## src/core/msimg_regs.vh

```
`ifndef MSIMG_REGS_VH
`define MSIMG_REGS_VH
// ****************************************************************
// Register offsets (byte addresses on APB)
// ****************************************************************
`define MSIMG_OFF_CTRL      12'h000
`define MSIMG_OFF_ADDR_LO   12'h004
`define MSIMG_OFF_ADDR_HI   12'h008
`define MSIMG_OFF_DATA      12'h00c
`define MSIMG_OFF_STATUS    12'h010
`define MSIMG_OFF_MASK      12'h014
`define MSIMG_OFF_SRC       12'h018
// ****************************************************************
// Control word fields
// ****************************************************************
`define MSIMG_CTRL_EN_BIT   0
`define MSIMG_CTRL_REQ_LSB  1
`define MSIMG_CTRL_REQ_MSB  3
`define MSIMG_CTRL_ALLOC_LSB 4
`define MSIMG_CTRL_ALLOC_MSB 6
`define MSIMG_CTRL_A64_BIT  7
`define MSIMG_REQ_TWO       3'h1
`define MSIMG_ALLOC_RST     3'h0
`define MSIMG_ALLOC_ONE     3'h0
`define MSIMG_ALLOC_TWO     3'h1
// ****************************************************************
// PCI encodings
// ****************************************************************
`define MSIMG_CMD_MEMWR     4'h7
`define MSIMG_CMD_DAC       4'hd
`define MSIMG_BE_ALL_N      4'h0
`endif

```

## src/core/msimg_map.v

```verilog
`timescale 1ns/1ns
`include "msimg_regs.vh"
// ****************************************************************
// Source to message vector mapping
// ****************************************************************
module msimg_map (
    // Inputs
    input  wire [2:0] alloc,
    input  wire [3:0] pend,
    // Outputs
    output reg  [1:0] vec,
    output reg        any
);
    // Four sources fold onto the messages granted; low source wins
    always @* begin
        any = |pend;
        vec = 2'h0;
        if (pend[0])
            vec = 2'h0;
        else if (pend[1])
            vec = 2'h1;
        else if (pend[2])
            vec = 2'h2;
        else
            vec = 2'h3;
        if (alloc == `MSIMG_ALLOC_ONE) begin
            vec = 2'h0;
        end else if (alloc == `MSIMG_ALLOC_TWO) begin
            vec = {1'b0, vec[0]};
        end
    end
endmodule

```

## src/core/msimg_top.v

```verilog
// Local design decisions: the APB interface to the registers and the address map.
`timescale 1ns/1ns
`include "msimg_regs.vh"
module msimg_top (
    // Clock and reset
    input  wire        clk,
    input  wire        rst_n,
    // APB slave
    input  wire        psel,
    input  wire        penable,
    input  wire        pwrite,
    input  wire [11:0] paddr,
    input  wire [31:0] pwdata,
    output reg  [31:0] prdata,
    output reg         pready,
    output reg         pslverr,
    // Interrupt sources, one-cycle pulses
    input  wire [3:0]  src_event,
    // Simplified bus master side of the message write
    output reg         msg_req,
    output reg  [3:0]  msg_cmd,
    output reg  [31:0] msg_addr,
    output reg  [31:0] msg_ad,
    output reg  [3:0]  msg_cbe_n,
    output reg         msg_last,
    input  wire        msg_ack,
    // Legacy interrupt pin and register interrupt
    output reg         legacy_int_n,
    output reg         irq
);
    // ****************************************************************
    // Reset release
    // ****************************************************************
    reg  [1:0]  rst_sync;       // Two-stage release chain
    wire        srst_n;         // Synchronised reset
    // Release chain: reset asserts at once, lifts two edges after rst_n
    // rises, so every register leaves reset on the same clean edge
    always @(posedge clk or negedge rst_n) begin
        if (!rst_n)
            rst_sync <= 2'h0;
        else
            rst_sync <= {rst_sync[0], 1'b1};
    end
    // Internal active-low reset used by every other process
    assign srst_n = rst_sync[1];

    // ****************************************************************
    // Registers
    // ****************************************************************
    // Software visible state; all of it returns to zero on reset
    reg         msi_en;         // Message mode enable
    reg  [2:0]  alloc;          // Granted message count encoding
    reg  [31:0] addr_lo;        // msg_lower_address
    reg  [31:0] addr_hi;        // msg_upper_address
    reg  [15:0] data_val;       // msg_data_value
    reg  [3:0]  status;         // Sticky source flags
    reg  [3:0]  mask;           // Interrupt mask
    reg  [3:0]  pend;           // Events waiting for a message
    wire        wr_acc;         // Write access phase
    wire        rd_acc;         // Read access phase
    wire [1:0]  vec;            // Chosen message vector
    wire        any_pend;       // Any event waiting
    wire [31:0] ctrl_word;      // Control word as read

    // Access phase qualifiers; writes land only on the access edge
    assign wr_acc = psel & penable & pwrite;
    assign rd_acc = psel & penable & ~pwrite;
    // Control word as software sees it: capability bit 7 is fixed high,
    // the request field always asks for two messages, bits above are zero
    assign ctrl_word = {24'h0, 1'b1, alloc, `MSIMG_REQ_TWO, msi_en};

    // Decode of a known offset
    // Unmapped offsets answer with an error and read as zero
    function mapped;
        input [11:0] a;
        begin
            mapped = (a == `MSIMG_OFF_CTRL) || (a == `MSIMG_OFF_ADDR_LO) ||
                     (a == `MSIMG_OFF_ADDR_HI) || (a == `MSIMG_OFF_DATA) ||
                     (a == `MSIMG_OFF_STATUS) || (a == `MSIMG_OFF_MASK) ||
                     (a == `MSIMG_OFF_SRC);
        end
    endfunction

    // Software writable registers
    // Writes to read-only offsets are dropped silently, writes to unmapped ones are dropped with pslverr;
    // the lower address keeps its two low bits clear so that every
    // message lands on a doubleword boundary
    always @(posedge clk or negedge srst_n) begin
        if (!srst_n) begin
            // Software fields start cleared: message mode off, one message granted
            msi_en   <= 1'b0;
            alloc    <= `MSIMG_ALLOC_RST;
            addr_lo  <= 32'h0;
            addr_hi  <= 32'h0;
            data_val <= 16'h0;
            mask     <= 4'h0;
        end else if (wr_acc) begin
            case (paddr)
                `MSIMG_OFF_CTRL: begin
                    // Bits 3:1 and 7 are fixed and ignore writes
                    msi_en <= pwdata[`MSIMG_CTRL_EN_BIT];
                    alloc  <= pwdata[`MSIMG_CTRL_ALLOC_MSB:`MSIMG_CTRL_ALLOC_LSB];
                end
                `MSIMG_OFF_ADDR_LO: addr_lo <= {pwdata[31:2], 2'h0};
                `MSIMG_OFF_ADDR_HI: addr_hi <= pwdata;
                `MSIMG_OFF_DATA:    data_val <= pwdata[15:0];
                `MSIMG_OFF_MASK:    mask <= pwdata[3:0];
                default: begin
                end
            endcase
        end
    end

    // ****************************************************************
    // Interrupt status
    // ****************************************************************
    // Sticky status, read clears, a new event wins over the clear.
    // Only the bits handed out in prdata are cleared: an event that
    // lands on the setup edge is not in the returned word and must
    // survive until the next read.
    always @(posedge clk or negedge srst_n) begin
        if (!srst_n)
            status <= 4'h0;
        else if (rd_acc && paddr == `MSIMG_OFF_STATUS)
            status <= (status & ~prdata[3:0]) | src_event;
        else
            status <= status | src_event;
    end

    // ****************************************************************
    // Register bus answer
    // ****************************************************************
    // APB answer: one cycle of access, registered data
    // The slave answers in the first access cycle, so there are no wait
    // states; data is taken on the setup edge and stands for one cycle
    always @(posedge clk or negedge srst_n) begin
        if (!srst_n) begin
            prdata  <= 32'h0;
            pready  <= 1'b0;
            pslverr <= 1'b0;
        end else begin
            pready  <= psel & ~penable;
            pslverr <= psel & ~penable & ~mapped(paddr);
            // Default read data is zero for writes and unmapped reads
            prdata  <= 32'h0;
            if (psel && !penable && !pwrite) begin
                // Read data is chosen on the setup edge from the current state
                case (paddr)
                    `MSIMG_OFF_CTRL:    prdata <= ctrl_word;
                    `MSIMG_OFF_ADDR_LO: prdata <= addr_lo;
                    `MSIMG_OFF_ADDR_HI: prdata <= addr_hi;
                    `MSIMG_OFF_DATA:    prdata <= {16'h0, data_val};
                    `MSIMG_OFF_STATUS:  prdata <= {28'h0, status};
                    `MSIMG_OFF_MASK:    prdata <= {28'h0, mask};
                    `MSIMG_OFF_SRC:     prdata <= {28'h0, pend};
                    default:            prdata <= 32'h0;
                endcase
            end
        end
    end

    // Interrupt level outputs
    // irq follows unmasked status in either mode; the legacy pin is
    // silenced while message mode is on, so the host sees both only while a write under way when message mode is turned off finishes
    always @(posedge clk or negedge srst_n) begin
        if (!srst_n) begin
            irq          <= 1'b0;
            legacy_int_n <= 1'b1;
        end else begin
            irq          <= |(status & mask);
            legacy_int_n <= ~(~msi_en & |(status & mask));
        end
    end

    // ****************************************************************
    // Message write sequencer
    // ****************************************************************
    // One message write is two or three phases: an optional dual address
    // phase carrying the lower half, the address phase with the memory
    // write command, then the data phase. Each phase holds its outputs
    // until msg_ack is seen, so the far side sets the pace.
    localparam ST_IDLE = 2'h0;
    localparam ST_DAC  = 2'h1;
    localparam ST_ADDR = 2'h2;
    localparam ST_DATA = 2'h3;
    // Sequencer bookkeeping
    reg  [1:0]  state;          // Sequencer state
    reg  [1:0]  cur_vec;        // Vector being sent
    reg  [3:0]  done_set;       // Sources covered by this message

    // Picks the vector of the lowest waiting source under the grant
    msimg_map u_map (
        .alloc (alloc),
        .pend  (pend),
        .vec   (vec),
        .any   (any_pend)
    );

    // ****************************************************************
    // Source pending state
    // ****************************************************************
    // Pending events; new arrivals win over completion clear
    // Leaving message mode drops anything still waiting, so no write
    // goes out later for an event that the legacy pin already showed
    always @(posedge clk or negedge srst_n) begin
        if (!srst_n)
            pend <= 4'h0;
        else if (!msi_en)
            pend <= 4'h0;
        // Completion clears the covered sources; fresh pulses still land
        else if (state == ST_DATA && msg_ack)
            pend <= (pend & ~done_set) | src_event;
        else
            pend <= pend | src_event;
    end

    // Phase sequencing with handshake per phase
    // done_set records every source that shares the chosen vector, so
    // one write covers them all; later arrivals of sources outside done_set stay pending
    // and start a write of their own after the one idle cycle
    always @(posedge clk or negedge srst_n) begin
        if (!srst_n) begin
            state     <= ST_IDLE;
            cur_vec   <= 2'h0;
            done_set  <= 4'h0;
            msg_req   <= 1'b0;
            msg_cmd   <= 4'h0;
            msg_addr  <= 32'h0;
            msg_ad    <= 32'h0;
            msg_cbe_n <= 4'hf;
            msg_last  <= 1'b0;
        end else begin
            case (state)
                ST_IDLE: begin
                    msg_req  <= 1'b0;
                    msg_last <= 1'b0;
                    // No new write starts while message mode is off; one already under way finishes
                    if (msi_en && any_pend) begin
                        cur_vec  <= vec;
                        done_set <= (alloc == `MSIMG_ALLOC_ONE) ? pend :
                                    (alloc == `MSIMG_ALLOC_TWO) ?
                                    (vec[0] ? (pend & 4'ha) : (pend & 4'h5)) :
                                    (pend & (4'h1 << vec));
                        msg_req  <= 1'b1;
                        // C/BE carries the command in every address phase
                        if (addr_hi != 32'h0) begin
                            // A nonzero upper half needs the dual address cycle
                            state     <= ST_DAC;
                            msg_cmd   <= `MSIMG_CMD_DAC;
                            msg_addr  <= addr_lo;
                            msg_cbe_n <= `MSIMG_CMD_DAC;
                        end else begin
                            // Zero upper half: one address phase is enough
                            state     <= ST_ADDR;
                            msg_cmd   <= `MSIMG_CMD_MEMWR;
                            msg_addr  <= addr_lo;
                            msg_cbe_n <= `MSIMG_CMD_MEMWR;
                        end
                    end
                end
                ST_DAC: begin
                    // Lower half taken; upper half follows with the real command
                    if (msg_ack) begin
                        state     <= ST_ADDR;
                        msg_cmd   <= `MSIMG_CMD_MEMWR;
                        msg_addr  <= addr_hi;
                        msg_cbe_n <= `MSIMG_CMD_MEMWR;
                    end
                end
                ST_ADDR: begin
                    // Address taken; drive data with the vector in its low bits
                    if (msg_ack) begin
                        state     <= ST_DATA;
                        msg_ad    <= {16'h0, data_val[15:2],
                                      data_val[1:0] | cur_vec};
                        msg_cbe_n <= `MSIMG_BE_ALL_N;
                        msg_last  <= 1'b1;
                    end
                end
                ST_DATA: begin
                    // Data taken; release the bus and return to idle
                    if (msg_ack) begin
                        state     <= ST_IDLE;
                        msg_req   <= 1'b0;
                        msg_last  <= 1'b0;
                        msg_cbe_n <= 4'hf;
                        msg_ad    <= 32'h0;
                    end
                end
                // Unused code falls back to idle
                default: state <= ST_IDLE;
            endcase
        end
    end
endmodule

```

## config.mk

```make
export PLATFORM = sky130hd
export DESIGN_NAME = msimg_top
export DESIGN_NICKNAME = d
export VERILOG_FILES = /design/src/core/msimg_map.v /design/src/core/msimg_top.v
export VERILOG_INCLUDE_DIRS = /design/src /design/src/core
export SDC_FILE = /design/constraint.sdc
export NUM_CORES = 1
export LEC_CHECK = 0
export BUFFER_PORTS_ARGS = -buffer_cell sky130_fd_sc_hd__buf_2
export CAP_MARGIN = 20
export CORE_UTILIZATION = 45
export DETAILED_ROUTE_END_ITERATION = 12
export PLACE_DENSITY = 0.67
export SLEW_MARGIN = 25
export SYNTH_ARGS = -nofsm -noshare
export SYNTH_HDL_FRONTEND = slang
export SYNTH_SLANG_ARGS = --single-unit
```

## constraint.sdc

```tcl
create_clock -name clk -period 6.6 [get_ports clk]
set_clock_uncertainty 0.15 [all_clocks]
set_input_delay 0.66 -clock clk [delete_from_list [all_inputs] [get_ports clk]]
set_output_delay 0.66 -clock clk [all_outputs]
set_load 0.01 [all_outputs]
```

==> impl_summary.txt <==
----------------------------------------------------
[Placement]
  Detailed placer's ending HPWL ... 13.2 mm
  Gp weighted congestion ... 0.814
  Pre-CTS setup slack ... 3.34 ns
  Number of buffer cells added on primary ports ... 147

[Power]
  Leak Pwr ... 4.86 nW
  Power per unit of standard cell area ... 258 mW/mm^2
  Worst-case vdd ir drop ... 0.157 mV

[Worst setup path]
  Ordered cell list for the critical path ... buf_2 -> or4_1 -> nor3_2 -> nand2_1 -> a31oi_1
  Endpoint type of the worst setup path ... register
  Type of the worst setup path ... in2reg
  Data required time of the worst path ... 6.79 ns
  Data arrival time of the critical path ... 2.98 ns
  Slowest stage delay, CP ... 0.76 ns
  Master of the slowest instance on the critical path ... sky130_fd_sc_hd__or4_1
  Maximum fanout count along the critical path ... 17
  Critical Path Start Type ... input pin

[CTS]
  CTS tree ... done
  CTS Buf Count ... 17
  CTS sink count ... 196
  Register clock-pin slew on the reported worst setup and hold paths ... 0.07 ns
  Post-CTS Setup Repair Bufs ... 0
  Clk_lat worst skew ... 0.43 ns
  CTS H-Tree Depth ... 4
  Quantity of gates resized following cts ... 0
  Clock Tree Root ... sky130_fd_sc_hd__clkbuf_16
  Number of buffers on the longest clock path ... 2

[STA]
  Setup violations, final ... 0
  Fmax ... 0.358 GHz
  Final Worst Setup Slack ... 3.81 ns
  Crit path time final ... 2.79 ns
  Number of pins exceeding their max-slew limit in the final report ... 0
  Measured slew at the worst slew-check pin ... 0.974 ns
  TNS Setup ... 0 ns
  Tcrit/Tclk final ... 42.3%
  RSZ-0062 raised after global routing ... false
  Max transition margin ... 34.5%
  Hold Violations, Final ... 0

[Floorplan]
  Initial cell density of the core ... 45.9%
  Area enclosed by the die boundary ... 0.0196 sq mm
  Chip Width ... 140 microns
  Row count ... 50
  Chip Height ... 140 microns
  Core footprint ... 0.0186 sq mm
  Io pins ... 164

[Layout]
  Signed area change from the synthesized netlist to the final layout ... 17.3%
  Total inserted antenna cells ... 0
  Share of final-layout standard cells stronger than drive strength 1 ... 35.4%
  Commonest non-fill, non-tap cell in the layout ... sky130_fd_sc_hd__dfrtp_1
  Post-layout net count ... 902
  Most frequent cells in the layout ... sky130_fd_sc_hd__dfrtp_1 (191), sky130_fd_sc_hd__buf_2 (147), sky130_fd_sc_hd__mux2_2 (88)

[Yosys]
  Synth unique cells ... 54
  Yosys synthesis warning count ... 0
  Seq cells post-synth ... 196
  Seq/Total Area, Yosys ... 57.4%
  EDFF count, synth ... 0
  Leading register cell type out of synthesis ... sky130_fd_sc_hd__dfrtp_1
  Instance count of the mapped netlist ... 711
  Async SR Flop Fraction ... 100%
  Post-Synthesis Cell Area ... 0.00855 sq mm
  Mapped Avg Cell Area ... 12.0 sq um

[Global routing]
  Initial antenna violation count ... 0
  Maximum number of pins on one net before global-route repair ... 165
  Overall global routing resource usage ... 21.1%
  Remaining global-route overflow ... 0
  First-pass GRT wire length ... 31.8 mm
  Number of global-route vias before repair ... 5861

[Job]
  # Max-Cap Violations ... 0

[Drt]
  Via/cell ratio ... 5.44
  # DRC ... 0
  Final Routed Wirelength ... 19.8 mm
  Number of detailed-route iterations in the first pass ... 5
  Count of antenna-violating nets left after detailed routing ... 0
  DRC marker count from the first detailed-route iteration ... 329
  Average wire per cell in the routed design ... 18.2 microns
  Routed via count ... 5933

[Min path]
  Hold/Removal Path Class ... reg2async

[Outcome]
  Status ... finished, final reports clean

----------------------------------------------------
==> final timing paths <==
| kind | cells past startpoint | endpoint | startpoint | slack, ns |
|---|---|---|---|---|
| setup / recovery | 5 | prdata[2] | paddr[9] | 3.81 |
| hold / removal | 0 | msg_addr[23] | rst_sync[1] | 0.11 |
| setup reg to reg | 5 | state[1] | state[1] | 3.97 |
| hold reg to reg | 0 | msg_addr[23] | rst_sync[1] | 0.11 |
| max in group asynchronous | 1 | addr_lo[8] | rst_sync[1] | 4.98 |
| min in group clk | 0 | rst_sync[1] | rst_sync[0] | 0.20 |
==> power by group <==
group	switching (W)	internal, W	total, W	leakage [nW]
clock network	0.000467	0.000499	0.000966	0.269
logic	0.000259	0.000117	0.000376	1.91
registers	0.0000205	0.00123	0.00125	2.68
==> layer usage <==
layer | track usage (%) | routed length (microns)
met1 | 29.5 | 9120
met2 | 32.8 | 9410
met3 | 4.68 | 968
met4 | 6.36 | 296
met5 | 0 | 0
==> Yosys cell counts, types with 5 or more instances <==
cell                       instances  share of area, %
sky130_fd_sc_hd__a21o_1            5              0.44
sky130_fd_sc_hd__a21oi_1           8              0.47
sky130_fd_sc_hd__a22oi_1          26               2.3
sky130_fd_sc_hd__buf_2            11              0.64
sky130_fd_sc_hd__buf_4            18               1.6
sky130_fd_sc_hd__clkbuf_1         24               1.1
sky130_fd_sc_hd__dfrtp_1         192                56
sky130_fd_sc_hd__ha_1              5              0.73
sky130_fd_sc_hd__inv_1             7              0.31
sky130_fd_sc_hd__mux2_2           88                12
sky130_fd_sc_hd__mux2i_1          33               3.9
sky130_fd_sc_hd__nand2_1          67               2.9
sky130_fd_sc_hd__nand2b_1         18               1.3
sky130_fd_sc_hd__nand3_1          11              0.64
sky130_fd_sc_hd__nand4_1           5              0.37
sky130_fd_sc_hd__nor2_1           35               1.5
sky130_fd_sc_hd__nor2b_1           9              0.66
sky130_fd_sc_hd__nor3_1            6              0.35
sky130_fd_sc_hd__nor4_1           10              0.73
sky130_fd_sc_hd__o21ai_0          58               3.4
==> cell families (layout without fill, tap and decap cells) <==
logic type / count (synthesis) / in the layout / share of synthesized area [%]
DFF: 196 / 196 / 57.4
and+or+nand+nor: 186 / 186 / 11.2
muxes: 131 / 131 / 17.3
AOI/OAI and AO/OA: 127 / 127 / 9.50
buffers and inverters: 64 / 194 / 3.76
adders and majority gates: 5 / 5 / 0.732
other: 2 / 17 / 0.0878
==> stage by stage <==
| step | std cells | power, W | hold slack [ns] | util, % | cell area (sq um) |
|---|---|---|---|---|---|
| after floorplan | 726 | 0.00155 | 0.181 | - | 8610 |
| after global placement | 1056 | 0.00165 | 0.127 | 50.7 | 9450 |
| after detailed placement | 1056 | 0.00165 | 0.130 | 50.7 | 9460 |
| after CTS | 1089 | 0.00262 | 0.134 | 53.7 | 10000 |
| after global routing | 1090 | 0.00271 | 0.158 | 53.8 | 10000 |
| final | 1090 | 0.00259 | 0.110 | 53.8 | 10000 |
==> worst max-delay path, delay by kind of cell <==
kind / cells / cell delay (ns)
and+or+nand+nor: 3 / 1.91
AOI/OAI and AO/OA: 1 / 0.30
buffers and inverters: 1 / 0.10
==> sequential cells by signal, summed over array words and instances (netlist names), 2 cells and up <==
register	flops
cur_vec	2
msg_cmd	3
rst_sync	2
addr_hi	32
mask	4
pend	4
alloc	3
data_val	16
msg_addr	32
state	2
done_set	4
prdata	32
msg_cbe_n	3
msg_ad	16
status	4
addr_lo	30
==> final cells by class <==
type,count,area [sq um]
Clock buffer,19,443
Sequential cell,196,4910
Inverter,7,26.3
Fill cell,1645,8610
Tap cell,234,293
Timing Repair Buffer,155,815
Multi-Input combinational cell,466,3440
Clock inverter,13,101
==> repair_timing <==
| item | CTS | global route |
|---|---|---|
| hold buffers | 1 | 0 |
| setup endpoints to repair | 0 | 0 |
| endpoints found under the hold margin | 2 | 0 |
Power figures use the tool's default switching activity.
